<file path="src/hdl/flash_ctl_pkg.sv">
/*
 * package for the flash command controller: register offsets, command codes,
 * pin bundle layout and bus timing counts.
 * assumes a 200 MHz aclk and a flash part on an asynchronous parallel bus.
 */
`default_nettype none
package flash_ctl_pkg;
    // clock rate and bus timing
    localparam int CLK_MHZ = 200;
    localparam int STROBE_NS = 100;
    localparam int STROBE_CYC = (STROBE_NS * CLK_MHZ + 999) / 1000;
    localparam int SETUP_NS = 20;
    localparam int SETUP_CYC = (SETUP_NS * CLK_MHZ + 999) / 1000;
    localparam int CNT_W = 8;
    // register byte offsets
    localparam logic [7:0] OFS_ADDR = 8'h00;
    localparam logic [7:0] OFS_DATA = 8'h04;
    localparam logic [7:0] OFS_CMD = 8'h08;
    localparam logic [7:0] OFS_STAT = 8'h0C;
    localparam logic [7:0] OFS_RDATA = 8'h10;
    // command register operation codes
    localparam logic [3:0] OP_READ = 4'h1;
    localparam logic [3:0] OP_PROG = 4'h2;
    localparam logic [3:0] OP_SECT_ERASE = 4'h3;
    localparam logic [3:0] OP_CHIP_ERASE = 4'h4;
    localparam logic [3:0] OP_SUSPEND = 4'h5;
    localparam logic [3:0] OP_RESUME = 4'h6;
    localparam logic [3:0] OP_RESET = 4'h7;
    localparam logic [3:0] OP_AUTOSEL = 4'h8;
    localparam logic [3:0] OP_BYP_ENTER = 4'h9;
    localparam logic [3:0] OP_BYP_PROG = 4'hA;
    localparam logic [3:0] OP_BYP_EXIT = 4'hB;
    localparam logic [3:0] OP_RAW_WRITE = 4'hC;
    // flash command values
    localparam logic [15:0] UNLOCK_A1 = 16'h0555;
    localparam logic [15:0] UNLOCK_A2 = 16'h02AA;
    localparam logic [7:0] UNLOCK_D1 = 8'hAA;
    localparam logic [7:0] UNLOCK_D2 = 8'h55;
    localparam logic [7:0] FC_PROG = 8'hA0;
    localparam logic [7:0] FC_ERASE = 8'h80;
    localparam logic [7:0] FC_CHIP = 8'h10;
    localparam logic [7:0] FC_SECT = 8'h30;
    localparam logic [7:0] FC_SUSP = 8'hB0;
    localparam logic [7:0] FC_RESUME = 8'h30;
    localparam logic [7:0] FC_RESET = 8'hF0;
    localparam logic [7:0] FC_AUTOSEL = 8'h90;
    localparam logic [7:0] FC_BYPASS = 8'h20;
    localparam logic [7:0] FC_BYP_RST2 = 8'h00;
    // status bit positions in read data
    localparam int POLL_BIT = 7;
    localparam int TOGGLE_A = 6;
    localparam int TIMEOUT_F = 5;
    localparam int TIMER_F = 3;
    localparam int TOGGLE_B = 2;
    // one flash bus cycle step: address and data
    typedef struct packed {
        logic [20:0] addr;
        logic [15:0] data;
        logic rd;
    } step_t;
    // pins driven toward the flash
    typedef struct packed {
        logic [20:0] addr;
        logic chip_select_n;
        logic write_strobe_n;
        logic output_enable_n;
        logic [15:0] dq_out;
        logic dq_oe;
    } pins_t;
endpackage : flash_ctl_pkg
`default_nettype wire

</file>
<file path="src/hdl/flash_ctl.sv">
/*
 * host-side controller for an asynchronous NOR flash: sequences unlock and
 * command cycles, reads status bits, polls toggle bit TOGGLE_A and reports ready_busy_n.
 * assumes software behind an AXI4-Lite slave and a flash with no clock.
 */
// Decided for this implementation: register access over AXI4-Lite and the address map.
// Functional notes
// - command cycles are writes; array and autoselect id cycles are reads.
// - reset command is issued on request and after a timeout_flag failure.
// - autoselect id reads are given the bank address from the address register.
// - id reads are plain read ops after autoselect entry; software reads three cycles.
// - bypass program allowed only after bypass enter, until bypass exit or a reset command run as OP_RESET, and not while suspended.
// - resume only offered while suspended, with bank address.
// - after poll completion one more read fetches fully valid data.
// - on timeout_flag the toggle is rechecked before failure is declared.
`default_nettype none
module flash_ctl
    import flash_ctl_pkg::*;
(
    input wire logic aclk,
    input wire logic aresetn,
    input wire logic [7:0] s_awaddr,
    input wire logic s_awvalid,
    output logic s_awready,
    input wire logic [31:0] s_wdata,
    input wire logic [3:0] s_wstrb,
    input wire logic s_wvalid,
    output logic s_wready,
    output logic [1:0] s_bresp,
    output logic s_bvalid,
    input wire logic s_bready,
    input wire logic [7:0] s_araddr,
    input wire logic s_arvalid,
    output logic s_arready,
    output logic [31:0] s_rdata,
    output logic [1:0] s_rresp,
    output logic s_rvalid,
    input wire logic s_rready,
    output flash_ctl_pkg::pins_t pins,
    input wire logic [15:0] dq_in,
    input wire logic ready_busy_n
);
    typedef enum logic [5:0] {
        S_IDLE = 6'b000001, S_SETUP = 6'b000010, S_STROBE = 6'b000100,
        S_HOLD = 6'b001000, S_POLL = 6'b010000, S_DONE = 6'b100000
    } state_t;
    state_t state_q;
    step_t seq_q [0:5];
    logic [2:0] nsteps_q, idx_q;
    logic [CNT_W-1:0] cnt_q;
    logic [20:0] addr_q;
    logic [15:0] data_q, rdata_q, dq_s1_q, dq_s2_q, prev_q;
    logic [3:0] op_q;
    logic rb_s1_q, rb_s2_q;
    logic busy_q, done_q, fail_q, bypass_q, erasing_q, suspended_q, go_q, polling_q;
    logic have_prev_q, recheck_q, final_rd_q, aw_q, w_q;
    logic [7:0] awa_q;
    logic [31:0] wd_q;
    logic [3:0] cmd_op;
    logic cmd_ok;
    assign cmd_op = wd_q[3:0];
    // gate commands by mode
    always_comb
    begin
        case (cmd_op)
            OP_BYP_PROG: cmd_ok = bypass_q && !suspended_q;
            OP_SUSPEND: cmd_ok = erasing_q && !suspended_q;
            OP_RESUME: cmd_ok = suspended_q;
            OP_PROG, OP_SECT_ERASE, OP_CHIP_ERASE, OP_BYP_ENTER:
                cmd_ok = !(erasing_q && !suspended_q);
            default: cmd_ok = 1'b1;
        endcase
    end
    // pin synchronisers
    always_ff @(posedge aclk)
    begin
        dq_s1_q <= dq_in;
        dq_s2_q <= dq_s1_q;
        rb_s1_q <= ready_busy_n;
        rb_s2_q <= rb_s1_q;
    end
    // axi write channel capture and response
    always_ff @(posedge aclk)
    begin
        if (!aresetn)
        begin
            aw_q <= 1'b0; w_q <= 1'b0; s_bvalid <= 1'b0; awa_q <= 8'h00; wd_q <= 32'h0;
            s_awready <= 1'b0; s_wready <= 1'b0;
        end
        else
        begin
            // one-cycle ready pulses, only with no capture or answer pending
            s_awready <= s_awvalid && !s_awready && !aw_q && !s_bvalid;
            s_wready <= s_wvalid && !s_wready && !w_q && !s_bvalid;
            if (s_awvalid && s_awready)
            begin
                aw_q <= 1'b1; awa_q <= s_awaddr;
            end
            if (s_wvalid && s_wready)
            begin
                w_q <= 1'b1; wd_q <= s_wdata;
            end
            if (aw_q && w_q)
            begin
                aw_q <= 1'b0; w_q <= 1'b0; s_bvalid <= 1'b1;
            end
            if (s_bvalid && s_bready)
                s_bvalid <= 1'b0;
        end
    end
    assign s_bresp = 2'b00;
    // axi read channel
    always_ff @(posedge aclk)
    begin
        if (!aresetn)
        begin
            s_rvalid <= 1'b0; s_rdata <= 32'h0; s_arready <= 1'b0;
        end
        else
        begin
            s_arready <= !s_rvalid && !s_arready && s_arvalid;
            if (s_arvalid && s_arready)
            begin
                s_rvalid <= 1'b1;
                case (s_araddr)
                    OFS_ADDR: s_rdata <= {11'h0, addr_q};
                    OFS_DATA: s_rdata <= {16'h0, data_q};
                    OFS_STAT: s_rdata <= {21'h0, rdata_q[TOGGLE_B], rdata_q[TIMER_F],
                        rb_s2_q, suspended_q, erasing_q, bypass_q, 2'b00,
                        fail_q, done_q, busy_q};
                    OFS_RDATA: s_rdata <= {16'h0, rdata_q};
                    default: s_rdata <= 32'h0;
                endcase
            end
            else if (s_rvalid && s_rready)
                s_rvalid <= 1'b0;
        end
    end
    assign s_rresp = 2'b00;
    // register writes and sequence build
    always_ff @(posedge aclk)
    begin
        if (!aresetn)
        begin
            addr_q <= 21'h0; data_q <= 16'h0; op_q <= 4'h0; nsteps_q <= 3'd0; go_q <= 1'b0;
            for (int i = 0; i < 6; i++)
                seq_q[i] <= '0;
        end
        else
        begin
            go_q <= 1'b0;
            if (aw_q && w_q && !busy_q)
            begin
                case (awa_q)
                    OFS_ADDR: addr_q <= wd_q[20:0];
                    OFS_DATA: data_q <= wd_q[15:0];
                    OFS_CMD:
                    if (cmd_ok)
                    begin
                        go_q <= 1'b1;
                        op_q <= cmd_op;
                        // two unlock pairs, sector bits zero, upper byte zero
                        seq_q[0] <= '{{5'h0, UNLOCK_A1}, {8'h0, UNLOCK_D1}, 1'b0};
                        seq_q[1] <= '{{5'h0, UNLOCK_A2}, {8'h0, UNLOCK_D2}, 1'b0};
                        seq_q[3] <= '{{5'h0, UNLOCK_A1}, {8'h0, UNLOCK_D1}, 1'b0};
                        seq_q[4] <= '{{5'h0, UNLOCK_A2}, {8'h0, UNLOCK_D2}, 1'b0};
                        case (cmd_op)
                            OP_READ:
                            begin
                                seq_q[0] <= '{addr_q, 16'h0, 1'b1}; nsteps_q <= 3'd1;
                            end
                            OP_PROG:
                            begin
                                seq_q[2] <= '{{5'h0, UNLOCK_A1}, {8'h0, FC_PROG}, 1'b0};
                                seq_q[3] <= '{addr_q, data_q, 1'b0}; nsteps_q <= 3'd4;
                            end
                            OP_SECT_ERASE, OP_CHIP_ERASE:
                            begin
                                seq_q[2] <= '{{5'h0, UNLOCK_A1}, {8'h0, FC_ERASE}, 1'b0};
                                seq_q[5] <= (cmd_op == OP_CHIP_ERASE) ?
                                    '{{5'h0, UNLOCK_A1}, {8'h0, FC_CHIP}, 1'b0} :
                                    '{addr_q, {8'h0, FC_SECT}, 1'b0};
                                nsteps_q <= 3'd6;
                            end
                            OP_SUSPEND:
                            begin
                                seq_q[0] <= '{addr_q, {8'h0, FC_SUSP}, 1'b0}; nsteps_q <= 3'd1;
                            end
                            OP_RESUME:
                            begin
                                seq_q[0] <= '{addr_q, {8'h0, FC_RESUME}, 1'b0};
                                nsteps_q <= 3'd1;
                            end
                            OP_AUTOSEL, OP_BYP_ENTER:
                            begin
                                seq_q[2] <= '{{5'h0, UNLOCK_A1},
                                    {8'h0, (cmd_op == OP_AUTOSEL) ? FC_AUTOSEL : FC_BYPASS}, 1'b0};
                                nsteps_q <= 3'd3;
                            end
                            OP_BYP_PROG:
                            begin
                                seq_q[0] <= '{addr_q, {8'h0, FC_PROG}, 1'b0};
                                seq_q[1] <= '{addr_q, data_q, 1'b0}; nsteps_q <= 3'd2;
                            end
                            OP_BYP_EXIT:
                            begin
                                seq_q[0] <= '{addr_q, {8'h0, FC_AUTOSEL}, 1'b0};
                                seq_q[1] <= '{addr_q, {8'h0, FC_BYP_RST2}, 1'b0}; nsteps_q <= 3'd2;
                            end
                            OP_RAW_WRITE:
                            begin
                                seq_q[0] <= '{addr_q, data_q, 1'b0}; nsteps_q <= 3'd1;
                            end
                            default:
                            begin
                                seq_q[0] <= '{21'h0, {8'h0, FC_RESET}, 1'b0}; nsteps_q <= 3'd1;
                            end
                        endcase
                    end
                    default: ;
                endcase
            end
            else if (state_q == S_POLL && !final_rd_q && recheck_q && have_prev_q &&
                     rdata_q[TOGGLE_A] != prev_q[TOGGLE_A] && rdata_q[TIMEOUT_F])
            begin
                // same decision as the poll state: the sequence becomes one reset write
                seq_q[0] <= '{21'h0, {8'h0, FC_RESET}, 1'b0};
                nsteps_q <= 3'd1;
                op_q <= OP_RESET;
            end
        end
    end
    // bus cycle sequencer with status polling
    always_ff @(posedge aclk)
    begin
        if (!aresetn)
        begin
            state_q <= S_IDLE; idx_q <= 3'd0; cnt_q <= '0; busy_q <= 1'b0; done_q <= 1'b0;
            fail_q <= 1'b0; bypass_q <= 1'b0; erasing_q <= 1'b0; suspended_q <= 1'b0;
            rdata_q <= 16'h0; prev_q <= 16'h0; polling_q <= 1'b0; have_prev_q <= 1'b0;
            recheck_q <= 1'b0; final_rd_q <= 1'b0;
            pins <= '{21'h0, 1'b1, 1'b1, 1'b1, 16'h0, 1'b0};
        end
        else
        begin
            case (state_q)
                S_IDLE:
                if (go_q)
                begin
                    busy_q <= 1'b1; done_q <= 1'b0; fail_q <= 1'b0; idx_q <= 3'd0;
                    polling_q <= 1'b0; have_prev_q <= 1'b0; recheck_q <= 1'b0;
                    final_rd_q <= 1'b0; cnt_q <= CNT_W'(SETUP_CYC); state_q <= S_SETUP;
                end
                S_SETUP:
                begin
                    // address and data settle before the strobe
                    pins.addr <= polling_q ? addr_q : seq_q[idx_q].addr;
                    pins.dq_out <= seq_q[idx_q].data;
                    pins.dq_oe <= !(polling_q || seq_q[idx_q].rd);
                    if (cnt_q == '0)
                    begin
                        pins.chip_select_n <= 1'b0;
                        if (polling_q || seq_q[idx_q].rd)
                            pins.output_enable_n <= 1'b0;
                        else
                            pins.write_strobe_n <= 1'b0;
                        cnt_q <= CNT_W'(STROBE_CYC); state_q <= S_STROBE;
                    end
                    else
                        cnt_q <= cnt_q - 1'b1;
                end
                S_STROBE:
                if (cnt_q == '0)
                begin
                    pins.write_strobe_n <= 1'b1; pins.output_enable_n <= 1'b1;
                    pins.chip_select_n <= 1'b1;
                    if (polling_q || seq_q[idx_q].rd)
                        rdata_q <= dq_s2_q;
                    cnt_q <= CNT_W'(SETUP_CYC); state_q <= S_HOLD;
                end
                else
                    cnt_q <= cnt_q - 1'b1;
                S_HOLD:
                if (cnt_q != '0)
                    cnt_q <= cnt_q - 1'b1;
                else
                begin
                    pins.dq_oe <= 1'b0;
                    if (!polling_q && idx_q + 3'd1 < nsteps_q)
                    begin
                        idx_q <= idx_q + 3'd1; cnt_q <= CNT_W'(SETUP_CYC); state_q <= S_SETUP;
                    end
                    else if (!polling_q && (op_q == OP_PROG || op_q == OP_BYP_PROG ||
                             op_q == OP_SECT_ERASE || op_q == OP_CHIP_ERASE ||
                             op_q == OP_SUSPEND || op_q == OP_RESUME))
                    begin
                        polling_q <= 1'b1; cnt_q <= CNT_W'(SETUP_CYC); state_q <= S_SETUP;
                    end
                    else if (polling_q)
                        state_q <= S_POLL;
                    else
                        state_q <= S_DONE;
                end
                S_POLL:
                begin
                    prev_q <= rdata_q; have_prev_q <= 1'b1;
                    cnt_q <= CNT_W'(SETUP_CYC); state_q <= S_SETUP;
                    if (final_rd_q)
                        state_q <= S_DONE;
                    else if (have_prev_q && rdata_q[TOGGLE_A] == prev_q[TOGGLE_A])
                    begin
                        // toggling stopped: finished, suspended or protected
                        final_rd_q <= 1'b1;
                        if (op_q == OP_SUSPEND)
                            suspended_q <= 1'b1;
                        if (op_q == OP_SECT_ERASE || op_q == OP_CHIP_ERASE)
                            erasing_q <= 1'b0;
                    end
                    else if (have_prev_q && rdata_q[TIMEOUT_F])
                    begin
                        if (recheck_q)
                        begin
                            // still toggling after recheck: failure, send reset
                            fail_q <= 1'b1; polling_q <= 1'b0; idx_q <= 3'd0;
                            erasing_q <= 1'b0;
                        end
                        recheck_q <= 1'b1;
                    end
                    if (have_prev_q && op_q == OP_SECT_ERASE && rdata_q[TOGGLE_A] !=
                        prev_q[TOGGLE_A])
                        erasing_q <= 1'b1;
                    if (op_q == OP_RESUME)
                        suspended_q <= 1'b0;
                end
                S_DONE:
                begin
                    busy_q <= 1'b0; done_q <= 1'b1;
                    if (op_q == OP_BYP_ENTER)
                        bypass_q <= 1'b1;
                    if (op_q == OP_BYP_EXIT || op_q == OP_RESET)
                        bypass_q <= 1'b0;
                    if (op_q == OP_RESET && !fail_q)
                        erasing_q <= 1'b0;
                    state_q <= S_IDLE;
                end
                default: state_q <= S_IDLE;
            endcase
        end
    end
endmodule : flash_ctl
`default_nettype wire

</file>
<file path="config.mk">
export PLATFORM = sky130hd
export DESIGN_NAME = flash_ctl
export DESIGN_NICKNAME = d
export VERILOG_FILES = /design/src/hdl/flash_ctl_pkg.sv /design/src/hdl/flash_ctl.sv
export SDC_FILE = /design/constraint.sdc
export NUM_CORES = 1
export LEC_CHECK = 0
export BUFFER_PORTS_ARGS = -buffer_cell sky130_fd_sc_hd__buf_4
export CORE_ASPECT_RATIO = 0.7
export CORE_UTILIZATION = 45
export DETAILED_ROUTE_END_ITERATION = 10
export PLACE_DENSITY = 0.74
export SYNTH_ARGS = -nofsm -noshare
export SYNTH_HDL_FRONTEND = slang
export SYNTH_SLANG_ARGS = --single-unit
</file>
<file path="constraint.sdc">
create_clock -name aclk -period 3.5 [get_ports aclk]
set_clock_uncertainty 0.1 [all_clocks]
set_input_delay 0.7 -clock aclk [delete_from_list [all_inputs] [get_ports aclk]]
set_output_delay 0.7 -clock aclk [all_outputs]
set_load 0.01 [all_outputs]
</file>
After elaboration in Yosys (flattened, before gate mapping) --
Memory sizes are Yosys's and may differ from the RTL's. A register that Yosys moved wholly into a read port is not among the register bits. Cells that the tools add are included. W data, S select, Z words.
Word-level totals: register bits 238, bits in latches 0, bits in writable memories 228, memory bits (read-only) 0, logic and storage cells 387, memories 1
Cells by class: add/subtract/negate cells 2, $mul 0, div/mod/pow operators 0, magnitude comparators 1, equal/unequal tests 55, shifts and indexed selects 0, mux-type cells 175, bitwise operators 20, reduce and logical (&&, ||, !) cells 93
Memory list:
- seq_q | depth 6, width 38, read ports 1, clocked after memory_dff 1, write ports 6, line flash_ctl.sv:48 | step_t seq_q [0:5];
Operator list (number):
- $mux W38 | 20
- $mux W1 | 104
- $pmux W21 S4 | 1
- $mux W8 | 7
- $mux W6 | 8
- $mux W3 | 15
- $pmux W8 S5 | 1
- $eq A4 B4 Y1 const B | 8
- $pmux W6 S5 | 1
- $logic_and A1 B1 Y1 | 29
- $eq A4 B3 Y1 const B | 7
- $ne A2 B2 Y1 const B | 14
- $logic_not A8 Y1 | 3
- $mux W21 | 1
- $reduce_bool A2 Y1 | 10
- $or A1 B1 Y1 | 19
- $eq A4 B2 Y1 const B | 4
- $eq A8 B3 Y1 const B | 2
- $eq A8 B4 Y1 const B | 2
- $mux W4 | 4
- $pmux W1 S2 | 8
- $reduce_and A4 Y1 | 4
- $logic_not A1 Y1 | 14
- $pmux W3 S4 | 1
- other kinds (36) | 59

Logic depth before layout (Yosys ltp) --
Gate-level depths: netlist of run 1.
word-level depth 18, depth in mapped cells 10, depth with buffers taken out 8

Least setup slack after synthesis of run 1 --
OpenSTA, ideal clock, no wires.
path kind register to register, start point register wd_q[1], end point memory seq_q[0][0] in the netlist's numbering (enable), data arrival time 2.464 ns, setup slack 0.321 ns, stages on the path, launching flop included 8, path buffers 3, period minus slack after synthesis 3.179 ns, cell sequence dfxtp_1 > buf_2 > and2b_1 > a22oi_1 > buf_2 > a21o_1 > buf_2 > nand3_1
RTL lines:
- start, declared | line flash_ctl.sv:58 | logic [31:0] wd_q;
- start signal, assigned | line flash_ctl.sv:87 | aw_q <= 1'b0; w_q <= 1'b0; s_bvalid <= 1'b0; awa_q <= 8'h00; wd_q <= 32'h0;
- start signal, assigned | line flash_ctl.sv:101 | w_q <= 1'b1; wd_q <= s_wdata;
- end, declared | line flash_ctl.sv:48

==> impl_results.md, run 1 <==
- Clk root buf: clkbuf_16
- Gpl congestion: between 0.9 and 1
- Register area share after synthesis: 55.3%
- CTS Buf Count: 36
- Final Hold Vio Count: 0
- Post-layout min period: 2.89 ns
- Setup TNS: 0 ns
- Max Slew Vio Count: 0
- Pre-CTS setup slack: 0.639 ns
- Die Wd: 225 µm
- Core Area: 33900 µm²
- Num rows: 56
- Die ar.: 35600 µm²
- LEAKAGE: around 0.0066 µW
- Sw Ratio: 22.0%
- Sink Count: 364
- Synth async-reset ratio: 0%
- GRT overflow: 0
- Max cap viols: 0
- Number of port buffers: 127
- Clock power share: 45.0%
- Sw Pwr: 1930 µW
- Skew-Pair Late Insertion Delay: 0.55 ns
- Setup-failing EPs final: 0
- Die Ht: 158 µm
- Compound-cell area share of the yosys netlist: 15.1%
- Least-Margin Pin Slew: 1.18 ns
- Hold Buf Count CTS: 0
- TritonCTS clock tree: yes
- Worst min-delay path category: in -> reg
- Netlist cell types: 89
- Initial antenna violation count: 2
- Number of remaining DRC errors: 0
- Yosys Warn Count: 0
- Vias in the first global route: 11400
- Synth Area in XOR/XNOR: 0.447%
- Ranking of synthesized cells by area: dfxtp_1 (29%), edfxtp_1 (26%), nand2_1 (4.9%)
- HPWL after DPL: 28.8 mm
- Total global-route track usage: 23.8%
- First-pass GRT wire length: about 65 mm
- Unrepaired setup endpoints after global routing: false
- Final ANT Viol Nets: 0
- 1st-pass router iterations: 6
- Post-CTS Setup Inserts: 0
- CTS clk-pin slew, worst paths: 0.06 ns
- Share of cells above drive strength 1: 18.9%
- Pwr/cell area: 481 nW/µm²
- Area share of the largest cell type after synthesis: 28.9%
- Initial DRC Count: 1275
- Dominant synthesized flop cell: dfxtp_1
- Syn Area/Cell: 10.3 µm²
- Post-synthesis mux area share: about 5.5%
- Via count: about 12000
- Flops & latches, synth: 364
- Area Growth Syn to Fin: 16.1%
- Synth cell count leaders: dfxtp_1 (226), nand2_1 (204), edfxtp_1 (138)
- Combinational share of power: 3.5%
- Number of synthesized flops with an enable pin: 138
- Largest net degree at the start of global routing: 138
- Number of diodes: 0
- Setup crit end kind: flip-flop
- Most common cell in the netlist: dfxtp_1
- Worst Path Max Fanout: 13
- Status: complete, no violations
- Synth Cell Area: 15700 µm²
- Final setup margin: between 0.6 and 0.7 ns
- Clock Tree Buf Depth: 3
- Initial Util: 46.2%
- H-tree levels: 2
- Routed WL: 42.4 mm
- Largest area contributor in the netlist: dfxtp_1
- Worst vdd ir: 0.327 mV
- P_int: 6830 µW
- CP Launch Type: flip-flop
- Vias/cell: between 5 and 6
- Adder-cell share of the synthesized area: less than 1%
- CP arrival: 3.09 ns
- WS Path Type: reg -> reg
- Num ports: 158
- Share of power burned in registers: 51.5%
- Max_slew headroom: 21.3%
- CP Data Required Time: roughly 3.7 ns
- Fmax: 346 MHz
- Nets: 1692
- Combinational family with the most area after synthesis: simple AND/OR/NAND/NOR gates
- Fin crit share: 82.6%
- Syn Inst Count: 1519
- Post-Synth Simple-Gate Area: a little under a fifth
- Post-cts resize count: 0
- WL per Instance: ~20 µm
-- sequential cells by signal, indices dropped and copies added, names as in the netlist, 16 cells and up, named ones only --
name,flops
s_rdata,21
seq_q,140
addr_q,21
rdata_q,16
pins,41
wd_q,21
dq_s1_q,16
data_q,16
dq_s2_q,16
-- per-stage QoR --
step	std cells	instance area, µm²	util (%)	hold WS [ns]	total power, µW
finish	2103	18200	53.7	0.149	8760
global route	2103	18200	53.7	0.136	9010
CTS	2103	18200	53.7	0.137	8800
detailed placement	2037	17000	50.1	0.212	4910
global placement	2037	17000	50.1	0.212	4900
floorplan	1533	15700	-	0.210	4780
-- power by group through the flow --
stage,registers [µW],logic (µW),clock network (µW)
after floorplan,4590,191,0
after global placement,4600,302,0
after detailed placement,4600,306,0
after CTS,4510,307,3980
after global routing,4520,333,4160
final,4510,310,3940
-- cells by family (layout without fill, tap and decap cells) --
group	count (synthesis)	after routing
AOI/OAI and AO/OA	359	359
muxes	71	71
xor gates and xnor gates	8	8
buffers and inverters	153	259
adders and majority gates	6	6
and+or+nand+nor	557	557
other	1	15
DFF	364	364
-- layout make-up --
cell class / instances / area (µm²)
fill: 2965 / 15700
sequential: 364 / 8670
multi-input combinational: 1016 / 6360
timing repair buffer: 169 / 1290
clock buffer: 55 / 1080
tap: 464 / 581
clock inverter: 11 / 121
inverter: 24 / 92.6
-- placed cells by master, fill, tap and decap left out, types with 6 or more instances in the layout --
cell type / netlist / routed
mux2i_1: 31 / 31
nor2_1: 94 / 94
a22oi_1: 33 / 33
nand3b_1: 7 / 7
clkbuf_1: 70 / 9
nand2b_1: 11 / 11
a31oi_1: 11 / 11
and2_1: 73 / 73
nor3b_2: 13 / 13
nand3_1: 41 / 41
or3_1: 12 / 12
a22o_1: 10 / 10
nand4_1: 9 / 9
nor2b_1: 9 / 9
o21ai_0: 47 / 47
clkbuf_8: 0 / 9
conb_1: 1 / 15
and3_1: 13 / 13
nor3_1: 27 / 27
a221oi_1: 16 / 16
buf_4: 18 / 167
nor3b_1: 6 / 6
o21ai_1: 21 / 20
inv_1: 22 / 21
mux4_2: 9 / 9
a221o_1: 10 / 10
o21a_1: 6 / 6
o211ai_1: 14 / 14
mux2_2: 31 / 31
nand2_1: 204 / 204
edfxtp_1: 138 / 138
a21oi_1: 136 / 136
dfxtp_1: 226 / 225
or4_1: 7 / 7
o31ai_1: 6 / 6
clkbuf_16: 0 / 37
-- path summary, 6_finish.rpt --
path / start / endpoint / slack [ns] / cells after the start
max: wd_q[2]$_SDFFE_PN0P_ / seq_q[1][37]$_SDFFCE_PN0P_ / 0.61 / 7
min: dq_in[15] / dq_s1_q[15]$_DFF_P_ / 0.15 / 1
max reg2reg: wd_q[2]$_SDFFE_PN0P_ / seq_q[1][37]$_SDFFCE_PN0P_ / 0.61 / 7
min reg2reg: dq_s1_q[2]$_DFF_P_ / dq_s2_q[2]$_DFF_P_ / 0.23 / 0
-- layer usage --
metal | GRT usage (%) | wire length, µm | vias to the layer above
li1 | - | - | 5646
met2 | 33.7 | 17500 | 639
met3 | 5.70 | 4870 | 69
met5 | 0 | 0 | -
met4 | 5.83 | 709 | 0
met1 | 36.0 | 19300 | 5867
-- critical path: stages, from the launching register on --
cell,delay (ns)
dfxtp_1,0.52
nand2b_1,0.33
o2bb2ai_1,0.13
a22oi_1,0.41
buf_4,0.29
a21o_1,0.41
inv_2,0.23
and3_1,0.23
No activity file was read; power rests on OpenSTA's default activity.
==> inputs of run 2 (changes only) <==
==> constraint.sdc (replaced) <==
create_clock -name aclk -period 2.7 [get_ports aclk]
set_clock_uncertainty 0.1 [all_clocks]
set_input_delay 0.54 -clock aclk [delete_from_list [all_inputs] [get_ports aclk]]
set_output_delay 0.54 -clock aclk [all_outputs]
set_load 0.01 [all_outputs]
==> impl_results.md, run 2 (synthesis results as in run 1) <==
- Vias in the first global route: 11600 (+2.6%)
- Worst min-delay path category: in -> reg
- Largest register FFs: 140 (unchanged)
- Status: complete, no violations
- 1st-pass router iterations: 7 (+1)
- Setup crit end kind: flip-flop
- Initial DRC Count: 1353 (+6.1%)
- Via count: 12300 (+0.49%)
- Largest net degree at the start of global routing: 82 (-41%)
- Cell Chain, Critical Path: nand2b_1 > o21ai_0 > a211o_1 > buf_4 > a32oi_4 > nor3b_1
- Post-DP Area: 17300 µm² (+1.8%)
- Busiest grt layer: met2
- Worst vdd ir: 0.600 mV (+84%)
- First-pass GRT wire length: 66.8 mm (+2.5%)
- Nets: 1738 (+2.7%)
- Placed cell count: 2066 (+1.4%)
- Setup-failing EPs final: 0 (unchanged)
- Number of port buffers: 127 (unchanged)
- GRT overflow: 0 (unchanged)
- CP Buf/Inv Count: 1 (-1)
- Clock Tree Buf Depth: 3 (unchanged)
- Core Area: 33900 µm² (unchanged)
- GRT met1 Usage: 34.6% (-1.4 points)
- M2 GR Usage: 36.3% (+2.6 points)
- Hold Slack: 0.146 ns (-0.00256 ns)
- Num ports: 158 (unchanged)
- WL per Instance: 20.2 µm (+0.28%)
- CP Launch Type: flip-flop
- Initial antenna violation count: 1 (-1)
- Most flop-heavy register: seq_q
- Worst Path Max Fanout: 9 (-4)
- CP arrival: 2.76 ns (-0.33 ns)
- Post-layout min period: 2.59 ns (-0.301 ns)
- Max Slew Vio Count: 0 (unchanged)
- Critical path's top delay family: compound AO/OA/AOI/OAI gates
- Total global-route track usage: 24.5% (+0.68 points)
- CTS Buf Count: 36 (unchanged)
- Filler instances: 2952 (-0.44%)
- Fmax: 386 MHz (+12%)
- CTS clk-pin slew, worst paths: 0.06 ns (about the same)
- LEAKAGE: 0.00683 µW (+3.9%)
- Number of remaining DRC errors: 0 (unchanged)
- Routed WL: 43.4 mm (+2.4%)
- Max_slew headroom: 49.5% (+28 points)
- Most frequent cells in the layout: dfxtp_1 (226), nand2_1 (204), buf_4 (189), edfxtp_1 (138), a21oi_1 (136)
- Design Area, Final: 18700 µm² (+2.8%)
- Setup TNS: 0 ns (unchanged)
- Final Hold Vio Count: 0 (unchanged)
- Fin crit share: 96.0% (+13 points)
- Final setup margin: 0.109 ns (-0.499 ns)
- Gpl congestion: 0.969 (+5.6%)
- Final ANT Viol Nets: 0 (unchanged)
- HPWL after DPL: 29.7 mm (+3.0%)
- Die Ht: 158 µm (unchanged)
- Biggest regs: seq_q (140), pins (41)
- WS Path Type: reg -> reg
- Sink Count: 364 (unchanged)
- Die ar.: 35600 µm² (unchanged)
- Num rows: 56 (unchanged)
- Least-Margin Pin Slew: 0.755 ns (-0.421 ns)
- Share of cells above drive strength 1: 20.2% (+1.4 points)
- Register area: 8670 µm² (about the same)
- Vias/cell: 5.72 (-1.6%)
- Max cap viols: 0 (unchanged)
- TritonCTS clock tree: yes
- Post-Layout Cell Count: 2148 (+2.1%)
- CP max-delay cell: dfxtp_1
- Pwr/cell area: 611 nW/µm² (+27%)
- CP Data Required Time: 2.87 ns (-0.83 ns)
- Die Wd: 225 µm (unchanged)
- FF-to-FF setup slack: 0.11 ns (-0.50 ns)
- Post-CTS Setup Inserts: 0 (unchanged)
- Area Growth Syn to Fin: 19.4%
- Unrepaired setup endpoints after global routing: true
- Pre-CTS setup slack: 0.0815 ns (-0.558 ns)
- Number of diodes: 0 (unchanged)
- Footprint of the multi-input gates: 6380 µm² (+0.28%)
- Skew-Pair Late Insertion Delay: 0.54 ns (about the same)
- H-tree levels: 2 (unchanged)
- Most common cell after layout, fill and taps aside: dfxtp_1
- Initial Util: 46.2% (unchanged)
- Clk root buf: clkbuf_16
- Met3 Use GR: 7.15% (+1.4 points)
- Max stage delay on crit path: 0.50 ns (-0.02 ns)
run 2: cell count changes in the layout (fill, tap and decap cells not counted), sizes merged:
| cell | before | now |
|---|---|---|
| buf | 169 | 198 |
| dlygate4sd3 | 0 | 17 |
| clkinv | 6 | 13 |
| clkbuf | 55 | 50 |
| inv | 27 | 24 |
| bufinv | 1 | 2 |
| clkinvlp | 1 | 0 |
run 2: layer usage:
metal	up-vias	wire length, µm
li1	5736	-
met2	576	18500
met4	0	1000
met5	-	0
met3	72	4520
met1	5897	19400
run 2: repair_timing:
item	4_1_cts	5_1_grt
endpoints found under the hold margin	17	0
setup endpoints to repair	0	109
hold buffers	17	0
gates resized for setup	0	2
run 2: worst reg2reg max path: stages (launching register included):
cell and delay (ns):
dfxtp_1 0.50, nand2b_1 0.22, o21ai_0 0.12, a211o_1 0.41, buf_4 0.20, a32oi_4 0.29
nor3b_1 0.49
run 2: path summary, 6_finish.rpt:
check                            start                   endpoint  depth (start not counted)
hold / removal             s_wdata[11]      wd_q[11]$_SDFFE_PN0P_                          3
setup reg to reg  wd_q[2]$_SDFFE_PN0P_  seq_q[0][7]$_SDFFCE_PN0P_                          6
hold reg to reg    dq_s1_q[15]$_DFF_P_        dq_s2_q[15]$_DFF_P_                          0
setup / recovery  wd_q[2]$_SDFFE_PN0P_  seq_q[0][7]$_SDFFCE_PN0P_                          6
run 2: metrics by stage:
stage               total power (µW)  utilization [%]
floorplan                       6200                -
global placement                6360             51.0
detailed placement              6380             51.0
CTS                            11500             55.1
global route                   11700             55.2
finish                         11400             55.2
run 2: layout make-up:
type / count / area share (%)
sequential: 364 / 46.3
multi-input combinational: 1016 / 34.1
timing repair buffer: 215 / 9.46
clock buffer: 50 / 5.65
tap: 464 / 3.10
clock inverter: 15 / 0.876
inverter: 24 / 0.495
run 2: report_power, final:
| group | total (µW) | switching, µW | internal (µW) |
|---|---|---|---|
| sequential | 5850 | 48.9 | 5800 |
| clock | 5140 | 2180 | 2960 |
| combinational | 436 | 256 | 180 |
